## src/shared/tcu_pkg.sv

```systemverilog
package tcu_pkg;
    // register byte offsets on the APB bus
    localparam logic [7:0] ADDR_CTRL_A    = 8'h00;
    localparam logic [7:0] ADDR_CTRL_B    = 8'h04;
    localparam logic [7:0] ADDR_COUNT     = 8'h08;
    localparam logic [7:0] ADDR_CMP_A     = 8'h0C;
    localparam logic [7:0] ADDR_CMP_B     = 8'h10;
    localparam logic [7:0] ADDR_MASK      = 8'h14;
    localparam logic [7:0] ADDR_FLAG      = 8'h18;
    localparam logic [7:0] ADDR_PRESCALE  = 8'h1C;

    // control register a fields
    localparam int CA_WGM0   = 0;
    localparam int CA_WGM1   = 1;
    localparam int CA_COMB_L = 4;
    localparam int CA_COMA_L = 6;
    // control register b fields
    localparam int CB_CS_L   = 0;
    localparam int CB_WGM2   = 3;
    localparam int CB_FOCB   = 6;
    localparam int CB_FOCA   = 7;
    // flag and mask bit positions
    localparam int FL_OVF    = 1;
    localparam int FL_CMPA   = 4;
    localparam int FL_CMPB   = 3;

    localparam logic [7:0] CNT_BOTTOM = 8'h00;
    localparam logic [7:0] CNT_MAX    = 8'hFF;
    localparam logic [7:0] RST_BYTE   = 8'h00;

    // clock select codes
    localparam logic [2:0] CS_STOP    = 3'h0;
    localparam logic [2:0] CS_DIV1    = 3'h1;
    localparam logic [2:0] CS_DIVP    = 3'h2;
    localparam logic [2:0] CS_EXT_FALL = 3'h6;
    localparam logic [2:0] CS_EXT_RISE = 3'h7;

    // waveform modes
    typedef enum logic [2:0] {
        WM_NORMAL    = 3'b000,
        WM_PHASE_MAX = 3'b001,
        WM_CLR_MATCH = 3'b010,
        WM_FAST_MAX  = 3'b011,
        WM_RSV4      = 3'b100,
        WM_PHASE_A   = 3'b101,
        WM_RSV6      = 3'b110,
        WM_FAST_A    = 3'b111
    } tcu_mode_t;

    // compare output mode actions
    localparam logic [1:0] COM_NONE   = 2'h0;
    localparam logic [1:0] COM_TOGGLE = 2'h1;
    localparam logic [1:0] COM_CLEAR  = 2'h2;
    localparam logic [1:0] COM_SET    = 2'h3;
endpackage : tcu_pkg

```

## src/tcu_timer.sv

```systemverilog
// Contract
// - count and both compare values are 8 bits; comparator works on 8 bits
// - tick from prescaled clock or chosen edge of external pin; select zero stops
// - bottom when count is 0x00, max when count is 0xFF
// - top is 0xFF or compare value a, by mode
// - each tick clears, increments or decrements by mode; both directions
// - software may read and write the count at any time
// - software count write beats clear or count on the same cycle
// - 3-bit mode field: two bits in control a, top bit in control b
// - overflow flag set at mode-dependent points; can raise an interrupt
// - separate match signal whenever count equals compare a or b
// - compare flag set on the tick after a match; request when enabled
// - compare flag cleared on service or by writing one
// - all requests in one flag register, each masked individually
// - compare values double-buffered in pwm modes only
// - buffered value moves to active compare at top, in every pwm mode
// - with buffering, software reaches the buffer; otherwise the active register
// - force bit in non-pwm modes acts on output only, no flag, no clear
// - count write blocks every match in the next tick, even when stopped
// - compare output state kept across mode changes
// - compare output mode changes act at once, not buffered
// - compare output state cleared to zero on reset
// - mode zero is normal: count up, no clear, wrap 0xFF to 0x00
`timescale 1ns/100ps
module tcu_timer (
    input  wire logic        pclk,          // bus clock, 250 MHz
    input  wire logic        presetn,       // async reset, active low
    input  wire logic        psel,          // apb select
    input  wire logic        penable,       // apb access phase
    input  wire logic        pwrite,        // apb direction
    input  wire logic [7:0]  paddr,         // apb byte address
    input  wire logic [31:0] pwdata,        // apb write data
    output logic      [31:0] prdata,        // apb read data
    output logic             pready,        // apb ready
    output logic             pslverr,       // apb error, unmapped address
    input  wire logic        ext_count_pin, // external count pin, async
    input  wire logic        irq_ack_ovf,   // service strobe, overflow
    input  wire logic        irq_ack_cmpa,  // service strobe, compare a
    input  wire logic        irq_ack_cmpb,  // service strobe, compare b
    output logic             compare_output_a, // compare output a state
    output logic             compare_output_b, // compare output b state
    output logic             irq_ovf,       // overflow request
    output logic             irq_cmpa,      // compare a request
    output logic             irq_cmpb       // compare b request
);
    typedef struct packed {
        logic [7:0]  control_register_a;
        logic [7:0]  control_register_b;
        logic [7:0]  count_value;
        logic [7:0]  compare_value_a;
        logic [7:0]  compare_value_b;
        logic [7:0]  buffer_a;
        logic [7:0]  buffer_b;
        logic [7:0]  timer_mask_register;
        logic [7:0]  timer_flag_register;
        logic [7:0]  prescale_div;
        logic [7:0]  prescale_cnt;
        logic        direction_down;
        logic        block_match;
        logic [2:0]  pin_sync;
        logic        out_a;
        logic        out_b;
        logic [31:0] rdata;
        logic        ready;
        logic        slverr;
        logic        irq_o;
        logic        irq_a;
        logic        irq_b;
    } tcu_state_t;

    tcu_state_t st;
    tcu_state_t next_st;

    // action of a compare output mode on a match, non-pwm style
    function automatic logic tcu_apply(input logic [1:0] com, input logic cur);
        case (com)
            tcu_pkg::COM_TOGGLE: tcu_apply = ~cur;
            tcu_pkg::COM_CLEAR:  tcu_apply = 1'b0;
            tcu_pkg::COM_SET:    tcu_apply = 1'b1;
            default:             tcu_apply = cur;
        endcase
    endfunction : tcu_apply

    // pwm output on a match or at bottom; inverting when both bits set
    function automatic logic tcu_pwm(input logic [1:0] com, input logic cur, input logic at_bottom,
                                     input logic up);
        if (com == tcu_pkg::COM_CLEAR)
            tcu_pwm = at_bottom ? 1'b1 : ~up;
        else if (com == tcu_pkg::COM_SET)
            tcu_pwm = at_bottom ? 1'b0 : up;
        else
            tcu_pwm = cur;
    endfunction : tcu_pwm

    logic        wr_en;
    logic        rd_en;
    logic [7:0]  wbyte;
    tcu_pkg::tcu_mode_t mode;
    logic        pwm_mode;
    logic        phase_mode;
    logic [7:0]  top_val;
    logic        tick;
    logic        ext_rise;
    logic        ext_fall;
    logic        is_bottom;
    logic        is_max;
    logic        is_top;
    logic        match_a;
    logic        match_b;
    logic        eff_a;
    logic        eff_b;
    logic [2:0]  cs;
    logic [1:0]  com_a;
    logic [1:0]  com_b;
    logic [7:0]  flags_set;
    logic [7:0]  flags_clr;
    logic [7:0]  req_bits;

    always_comb begin
        next_st   = st;
        wr_en     = psel && penable && pwrite;
        rd_en     = psel && !penable && !pwrite;
        wbyte     = pwdata[7:0];
        // mode field split over both control registers
        mode      = tcu_pkg::tcu_mode_t'({st.control_register_b[tcu_pkg::CB_WGM2],
                                         st.control_register_a[tcu_pkg::CA_WGM1],
                                         st.control_register_a[tcu_pkg::CA_WGM0]});
        pwm_mode  = st.control_register_a[tcu_pkg::CA_WGM0];
        phase_mode = pwm_mode && !st.control_register_a[tcu_pkg::CA_WGM1];
        top_val   = (mode == tcu_pkg::WM_CLR_MATCH || mode == tcu_pkg::WM_PHASE_A ||
                     mode == tcu_pkg::WM_FAST_A) ? st.compare_value_a : tcu_pkg::CNT_MAX;
        cs        = st.control_register_b[tcu_pkg::CB_CS_L +: 3];
        com_a     = st.control_register_a[tcu_pkg::CA_COMA_L +: 2];
        com_b     = st.control_register_a[tcu_pkg::CA_COMB_L +: 2];
        // edge detect reads only the second and third stages
        ext_rise  = st.pin_sync[1] && !st.pin_sync[2];
        ext_fall  = !st.pin_sync[1] && st.pin_sync[2];
        case (cs)
            tcu_pkg::CS_STOP:     tick = 1'b0;
            tcu_pkg::CS_DIV1:     tick = 1'b1;
            tcu_pkg::CS_EXT_FALL: tick = ext_fall;
            tcu_pkg::CS_EXT_RISE: tick = ext_rise;
            default:              tick = (st.prescale_cnt == tcu_pkg::RST_BYTE);
        endcase
        // prescaler runs from the divide register at all times, whatever clock is picked
        if (st.prescale_cnt >= st.prescale_div)
            next_st.prescale_cnt = tcu_pkg::RST_BYTE;
        else
            next_st.prescale_cnt = st.prescale_cnt + 8'h01;
        next_st.pin_sync = {st.pin_sync[1:0], ext_count_pin};

        is_bottom = (st.count_value == tcu_pkg::CNT_BOTTOM);
        is_max    = (st.count_value == tcu_pkg::CNT_MAX);
        is_top    = (st.count_value == top_val);
        match_a   = (st.count_value == st.compare_value_a);
        match_b   = (st.count_value == st.compare_value_b);
        eff_a     = match_a && !st.block_match;
        eff_b     = match_b && !st.block_match;

        flags_set = 8'h00;
        flags_clr = 8'h00;
        if (tick) begin
            // a tick consumes the blocking window
            next_st.block_match = 1'b0;
            if (eff_a) flags_set[tcu_pkg::FL_CMPA] = 1'b1;
            if (eff_b) flags_set[tcu_pkg::FL_CMPB] = 1'b1;
            // count sequence per mode
            if (phase_mode) begin
                if (is_top && !st.direction_down) begin
                    next_st.direction_down = 1'b1;
                    next_st.count_value = st.count_value - 8'h01;
                end else if (is_bottom && st.direction_down) begin
                    next_st.direction_down = 1'b0;
                    next_st.count_value = st.count_value + 8'h01;
                    flags_set[tcu_pkg::FL_OVF] = 1'b1;
                end else if (st.direction_down) begin
                    next_st.count_value = st.count_value - 8'h01;
                end else begin
                    next_st.count_value = st.count_value + 8'h01;
                end
            end else begin
                next_st.direction_down = 1'b0;
                if (mode != tcu_pkg::WM_NORMAL && is_top) begin
                    next_st.count_value = tcu_pkg::CNT_BOTTOM;
                    if (pwm_mode) flags_set[tcu_pkg::FL_OVF] = 1'b1;
                end else begin
                    next_st.count_value = st.count_value + 8'h01;
                end
                if (is_max && !(pwm_mode && is_top)) flags_set[tcu_pkg::FL_OVF] = 1'b1;
            end
            // buffered compare update at top, in every pwm mode
            if (pwm_mode && ((phase_mode && is_top) || (!phase_mode && is_top))) begin
                next_st.compare_value_a = st.buffer_a;
                next_st.compare_value_b = st.buffer_b;
            end
            // output compare state; untouched on mode switches
            if (pwm_mode) begin
                if (eff_a) next_st.out_a = tcu_pwm(com_a, st.out_a, 1'b0, !st.direction_down);
                if (eff_b) next_st.out_b = tcu_pwm(com_b, st.out_b, 1'b0, !st.direction_down);
                if (!phase_mode && is_top) begin
                    next_st.out_a = tcu_pwm(com_a, st.out_a, 1'b1, 1'b1);
                    next_st.out_b = tcu_pwm(com_b, st.out_b, 1'b1, 1'b1);
                end
            end else begin
                if (eff_a) next_st.out_a = tcu_apply(com_a, st.out_a);
                if (eff_b) next_st.out_b = tcu_apply(com_b, st.out_b);
            end
        end

        // service strobes clear flags
        if (irq_ack_ovf)  flags_clr[tcu_pkg::FL_OVF]  = 1'b1;
        if (irq_ack_cmpa) flags_clr[tcu_pkg::FL_CMPA] = 1'b1;
        if (irq_ack_cmpb) flags_clr[tcu_pkg::FL_CMPB] = 1'b1;

        // register writes take effect at the access edge
        if (wr_en) begin
            case (paddr)
                tcu_pkg::ADDR_CTRL_A: next_st.control_register_a = wbyte;
                tcu_pkg::ADDR_CTRL_B: begin
                    // force bits are strobes and read back as zero
                    next_st.control_register_b = {2'b00, wbyte[5:0]};
                    if (!pwm_mode && wbyte[tcu_pkg::CB_FOCA])
                        next_st.out_a = tcu_apply(com_a, st.out_a);
                    if (!pwm_mode && wbyte[tcu_pkg::CB_FOCB])
                        next_st.out_b = tcu_apply(com_b, st.out_b);
                end
                tcu_pkg::ADDR_COUNT: begin
                    next_st.count_value = wbyte;
                    next_st.block_match = 1'b1;
                end
                tcu_pkg::ADDR_CMP_A: begin
                    if (pwm_mode) next_st.buffer_a = wbyte;
                    else          next_st.compare_value_a = wbyte;
                end
                tcu_pkg::ADDR_CMP_B: begin
                    if (pwm_mode) next_st.buffer_b = wbyte;
                    else          next_st.compare_value_b = wbyte;
                end
                tcu_pkg::ADDR_MASK:     next_st.timer_mask_register = wbyte;
                tcu_pkg::ADDR_FLAG:     flags_clr = flags_clr | wbyte;
                tcu_pkg::ADDR_PRESCALE: next_st.prescale_div = wbyte;
                default: ;
            endcase
        end
        // set wins over clear
        next_st.timer_flag_register = (st.timer_flag_register & ~flags_clr) | flags_set;
        // requests built from the next flag and mask, so the flop shows them with the flags
        req_bits      = next_st.timer_flag_register & next_st.timer_mask_register;
        next_st.irq_o = req_bits[tcu_pkg::FL_OVF];
        next_st.irq_a = req_bits[tcu_pkg::FL_CMPA];
        next_st.irq_b = req_bits[tcu_pkg::FL_CMPB];

        // reads sampled in setup so data stands in the access phase
        if (rd_en) begin
            case (paddr)
                tcu_pkg::ADDR_CTRL_A:   next_st.rdata = {24'h000000, st.control_register_a};
                tcu_pkg::ADDR_CTRL_B:   next_st.rdata = {24'h000000, st.control_register_b};
                tcu_pkg::ADDR_COUNT:    next_st.rdata = {24'h000000, st.count_value};
                tcu_pkg::ADDR_CMP_A:    next_st.rdata = {24'h000000,
                                                         pwm_mode ? st.buffer_a : st.compare_value_a};
                tcu_pkg::ADDR_CMP_B:    next_st.rdata = {24'h000000,
                                                         pwm_mode ? st.buffer_b : st.compare_value_b};
                tcu_pkg::ADDR_MASK:     next_st.rdata = {24'h000000, st.timer_mask_register};
                tcu_pkg::ADDR_FLAG:     next_st.rdata = {24'h000000, st.timer_flag_register};
                tcu_pkg::ADDR_PRESCALE: next_st.rdata = {24'h000000, st.prescale_div};
                default:                next_st.rdata = 32'h00000000;
            endcase
        end
        // no wait state: ready and error in the cycle after setup
        next_st.ready  = psel && !penable;
        next_st.slverr = psel && !penable && (paddr > tcu_pkg::ADDR_PRESCALE || paddr[1:0] != 2'b00);
        // a write uses the access edge; gate its effect on ready
        if (wr_en && !st.ready) begin
            next_st = st;
            next_st.pin_sync = {st.pin_sync[1:0], ext_count_pin};
            next_st.ready  = 1'b1;
            next_st.slverr = st.slverr;
        end
    end

    // single state register; only constants under reset
    always_ff @(posedge pclk or negedge presetn) begin
        if (!presetn) begin
            st <= '0;
        end else begin
            st <= next_st;
        end
    end

    // outputs straight from flip-flops
    assign prdata           = st.rdata;
    assign pready           = st.ready;
    assign pslverr          = st.slverr;
    assign compare_output_a = st.out_a;
    assign compare_output_b = st.out_b;
    // requests registered like every other output
    assign irq_ovf  = st.irq_o;
    assign irq_cmpa = st.irq_a;
    assign irq_cmpb = st.irq_b;
endmodule : tcu_timer

```

## config.mk

```make
export PLATFORM = sky130hd
export DESIGN_NAME = tcu_timer
export DESIGN_NICKNAME = d
export VERILOG_FILES = /design/src/shared/tcu_pkg.sv /design/src/tcu_timer.sv
export SDC_FILE = /design/constraint.sdc
export NUM_CORES = 1
export LEC_CHECK = 0
export BUFFER_PORTS_ARGS = -buffer_cell sky130_fd_sc_hd__clkbuf_2
export CAP_MARGIN = 10
export CORE_MARGIN = 5
export CORE_UTILIZATION = 40
export DETAILED_ROUTE_END_ITERATION = 12
export GPL_ROUTABILITY_DRIVEN = 0
export GPL_TIMING_DRIVEN = 0
export SYNTH_ARGS = -nofsm -noshare
export SYNTH_HDL_FRONTEND = slang
export SYNTH_SLANG_ARGS = --single-unit
export TNS_END_PERCENT = 50
```

## constraint.sdc

```tcl
create_clock -name pclk -period 2.8 [get_ports pclk]
set_clock_uncertainty 0.1 [all_clocks]
set_input_delay 0.56 -clock pclk [delete_from_list [all_inputs] [get_ports pclk]]
set_output_delay 0.56 -clock pclk [all_outputs]
set_load 0.05 [all_outputs]
```

Word level (Yosys, flattened, before mapping)
Cells that the tools add are included.

Add/sub/neg operators: 3. Order comparisons: 2. Eq/ne operators: 24. Multiplexer cells: 67. Bitwise operators: 8. Reductions and logical operators: 49.

Operator list (count): 8-bit two-way mux (21); 8-bit one-hot mux with 8 select lines (1); 48-bit two-way mux (1); 8-bit by 5-bit equality test with 1-bit output (second input constant) (4); 1-bit two-way mux (32); 8-bit equality test (3); 8-bit zero test (3); 24-bit two-way mux (1); 1-bit logical AND (21); 8-bit by 1-bit adder with 8-bit output (second input constant) (2); 8-bit by 4-bit equality test with 1-bit output (second input constant) (2); 16-bit two-way mux (1); 3-bit equality test (second input constant) (4); 2-bit two-way mux (6); 3-bit AND reduction (4); 1-bit zero test (11); 8-bit AND (1); 2-bit equality test (second input constant) (4); 8-bit by 3-bit equality test with 1-bit output (second input constant) (1); 8-bit equality test (second input constant) (1); 8-bit greater-or-equal comparator (1); 8-bit by 5-bit > comparator with 1-bit output (second input constant) (1); 8-bit inverter (1); 5-bit by 8-bit OR with 8-bit output (1); 17 further kinds (25).

Register bits after elaboration: 106. Bits of input ports: 49. Output and inout bits: 39. Word-level logic and storage cells: 175.

Logic depth before layout (Yosys ltp)
Depth after elaboration: 15. Gate-level depth with buffers: 10.

Worst setup path after synthesis
OpenSTA, ideal clock, no wires.

Kind: input to register. Start point: input paddr[0]. End point: register st[84] in the netlist's numbering. Library setup time: 0.125 ns. Arrival time: 2.322 ns. Data required time: 2.575 ns. Path slack: 0.253 ns. Cell stages on the path: 6. Cell sequence: or4_4 > or2_4 > nor3_4 > and3_1 > buf_4 > mux2_2.

Longest elaborated chain between the ends: 2.

RTL lines: from (decl) (line tcu_timer.sv:31) `input wire logic [7:0] paddr,`; 8-bit by 4-bit equality test with 1-bit output (line tcu_timer.sv:217) `case (paddr)`; 4-bit AND reduction (no line); to (signal assigned) (line tcu_timer.sv:286) `st <= next_st;`; to (decl) (line tcu_timer.sv:71) `tcu_state_t st;`.

No other way between the ends. A chain may end at the register's enable or synchronous reset.

Worst setup path after layout
Start point: register st[44] in the netlist's numbering. End point: register st[113] in the netlist's numbering.

Longest elaborated chain between the ends: 5.

RTL lines: 8-bit zero test (*) (line tcu_timer.sv:143) `default: tick = (st.prescale_cnt == tcu_pkg::RST_BYTE);`; 1-bit one-hot mux with 4 select lines (*) (line tcu_timer.sv:138) `case (cs)`; 24-bit two-way mux (*) (line tcu_timer.sv:162) `if (tick) begin`; 8-bit two-way mux (line tcu_timer.sv:217); 48-bit two-way mux (*) (line tcu_timer.sv:216) `if (wr_en) begin`.

Every way passes the cells marked *; elsewhere a longest branch is shown, timed or not.

==> flow_summary_export.csv <==
group,metric,value,unit
outcome,status,"finished clean",
sta,fmax,362,MHz
global_routing,antenna_found_initial,0,
yosys,synth_flop_cell,"dfrtp_1",
routing,vias_per_cell,5.88,
critical_path,critical_path_cell_count,9,
final_layout,num-nets-final,810,
critical_path,crit_family,"compound AO/OA/AOI/OAI gates",
yosys,ys_ff_latch,106,
routing,vias,5717,
critical_path,endpoint_kind,"flip-flop",
final_layout,drive_gt1_share,22.8,%
critical_path,arrival,2.93,ns
yosys,ys_top_cells_by_count,"106 x dfrtp_1, 51 x nand2_1, 46 x mux2_2, 45 x o21ai_0, 37 x buf_4",
global_routing,gr-total-overflow,0,
sta,hold_viol_final,0,
clock_tree,clock_path_buffers,2,
critical_path,required,2.97,ns
sta,finalWorstSetupSlack,0.0338,ns
final_layout,fin_area,7450,sq um
critical_path,crit_type,"flip-flop to flip-flop",
critical_path,cpMostUsedCell,"o22ai_1",
place,portBuffers,34,
clock_tree,cts-buffers-inserted,9,
yosys,synth_largest_area_cell,"dfrtp_1",
power_and_ir_drop,seqPwrFrac,48.1,%
power_and_ir_drop,vdd_drop_max,0.328,mV
power_and_ir_drop,power.density,482,nW/um^2
clock_tree,insertion_delay,0.37,ns
yosys,synthesis.instances,680,
floorplanning,die_h,139,um
final_layout,post-route-util,45.4,%
global_routing,grt_pass1_vias,5587,
place,dpl_worst_slack,-0.300,ns
routing,drtPass1Iterations,5,
global_routing,grt.total_usage,21.2,%
floorplanning,pin_count,88,
yosys,yosys.area.top_type_share,40.1,%
critical_path,critPathMaxFanout,7,
floorplanning,core_area,16400,sq um
yosys,synth-edff-count,0,
place,post_dp_cell_area,7150,sq um
clock_tree,ctsHoldBuffers,0,
yosys,synth_warnings,0,
yosys,synth_area_per_cell,9.72,sq um
yosys,syn-cell-area,6610,sq um
power_and_ir_drop,p_switching,1.13,mW
yosys,synth.distinct_cells,78,
critical_path,r2r_cells,9,
routing,dr.first_iter.drc_count,598,
critical_path,cp_cell_sequence,"inv_1 -> ha_1 -> nor4b_1 -> nand3_1 -> and3_1 -> a21oi_2 -> o22ai_1 -> o31a_1 -> o22ai_1",
final_layout,instances_no_fill,973,
sta,finalCritPeriodShare,98.8,%
routing,wl,20.6,mm
clock_tree,h-tree-depth,3,
yosys,synth_area_leaders,"dfrtp_1 40%, mux2_2 7.8%, buf_4 4.2%",
floorplanning,dieArea,19200,sq um
floorplanning,die_x,139,um
clock_tree,post_cts_resized,1,
floorplanning,start_util,40.3,%
clock_tree,clock_sinks,106,
critical_path,crit_buf_inv,1,
routing,final_antenna_net_count,0,
final_layout,antenna_cells,0,
global_routing,grt_max_degree,107,
critical_path,r2r_slack,0.03,ns
global_routing,grt_pass1_wl,32.0,mm
floorplanning,placementRows,47,
clock_tree,path_clk_slew,0.07,ns
critical_path,cp-start-kind,"flip-flop",
yosys,synthArstFlopShare,100,%
power_and_ir_drop,total_power,3.59,mW
routing,drcViolationCount,0,
power_and_ir_drop,power.leakage,3.34,nW
final_layout,synthToLayoutAreaGrowth,12.7,%
clock_tree,root_buffer,"clkbuf_16",
clock_tree,cts_setup_buffers,0,
yosys,seq_area_frac_synth,40.1,%
power_and_ir_drop,swShare,31.5,%
sta,max_slew.worst_pin.slew,1.22,ns
critical_path,crit_slowest_cell,"dfrtp_1",
power_and_ir_drop,clkPwrFrac,34.1,%
place,hpwlAfterDp,14.9,mm
power_and_ir_drop,p_comb_share,17.8,%
routing,avgRoutedWirePerCell,21.2,um
sta,drv_slew,0,
place,dp.cells,957,
sta,rsz0062_at_grt,"no",
job,maxCapViolCount,0,
yosys,yosysMostFrequentCell,"dfrtp_1",
sta,maxSlewHeadroom,18.4,%
power_and_ir_drop,p_int,2.46,mW
sta,final-setup-viol-count,0,
sta,period_needed,2.77,ns
clock_tree,cts_tree,"built",
worst_hold_path,worstHoldPathType,"input port to async pin",
critical_path,critPathMaxStageDelay,0.39,ns
cells by family (layout without fill, tap and decap cells):
logic type,count (synthesis),count (layout),share of synthesized area [%]
muxes,69,69,11.3
adders and majority gates,13,13,2.46
DFF,106,106,40.1
other,1,24,0.0567
AOI/OAI and AO/OA,194,194,21.3
buffers and inverters,98,148,8.06
and+or+nand+nor,188,188,15.2
xor gates and xnor gates,11,11,1.46
power groups by stage:
| stage | clock network (mW) | logic, mW | registers [mW] |
|---|---|---|---|
| global route | 1.31 | 0.692 | 1.74 |
| finish | 1.22 | 0.640 | 1.73 |
| detailed placement | 0 | 0.635 | 1.75 |
| floorplan | 0 | 0.464 | 1.73 |
| global placement | 0 | 0.623 | 1.75 |
| CTS | 1.25 | 0.638 | 1.72 |
cells in the final DEF, fill, tap and decap left out, types with 4 or more instances in the layout:
| master | instances |
|---|---|
| and3_1 | 11 |
| nand3_1 | 20 |
| a22o_1 | 8 |
| nor3_1 | 9 |
| nand2b_1 | 11 |
| mux2i_1 | 22 |
| clkbuf_16 | 9 |
| buf_2 | 9 |
| o21ai_0 | 45 |
| nor2b_1 | 13 |
| a21oi_1 | 24 |
| nand4_1 | 4 |
| nor2_1 | 35 |
| mux2_2 | 46 |
| conb_1 | 24 |
| dfrtp_1 | 106 |
| clkbuf_2 | 35 |
| clkbuf_1 | 22 |
| a2bb2oi_1 | 14 |
| a22oi_1 | 7 |
| and2_1 | 8 |
| nand2_1 | 51 |
| xnor2_1 | 8 |
| inv_1 | 25 |
| a221oi_1 | 12 |
| ha_1 | 13 |
| buf_4 | 37 |
| a31oi_1 | 13 |
| o22ai_1 | 26 |
| a21boi_0 | 6 |
flip-flops by register name (all words and copies together) (netlist names), named ones only:
register,cells
pready,1
st,79
irq_cmpa,1
com_b,2
compare_output_b,1
prdata,8
irq_ovf,1
irq_cmpb,1
com_a,2
pslverr,1
compare_output_a,1
cs,3
mode,3
area by class of cell:
| class | count | area (sq um) |
|---|---|---|
| buffer | 73 | 442 |
| multi-input combinational | 499 | 3540 |
| tap | 220 | 275 |
| clock inverter | 5 | 37.5 |
| clock buffer | 11 | 233 |
| inverter | 25 | 93.8 |
| sequential | 106 | 2650 |
| fill | 1572 | 8960 |
| timing repair buffer | 34 | 179 |
routing by layer:
metal,GRT usage (%),up-vias,share of wire [%]
li1,-,2584,-
met4,8.37,0,3.2
met5,0,-,0
met1,29.3,2819,44
met3,4.66,43,7.7
met2,32.4,271,46
stage by stage:
stage | setup TNS (ns) | hold WS, ns
floorplan | 0 | 0.164
global placement | -44.79 | 0.235
detailed placement | -1.55 | 0.235
CTS | 0 | 0.188
global route | 0 | 0.191
finish | 0 | 0.167
worst paths after layout:
check / from / end
min in group pclk: ext_count_pin / st[39]
max in group asynchronous: presetn / compare_output_b
setup / recovery: st[44] / st[113]
setup reg to reg: st[44] / st[113]
hold / removal: presetn / st[114]
hold reg to reg: st[39] / st[40]
Power figures use the tool's default switching activity.
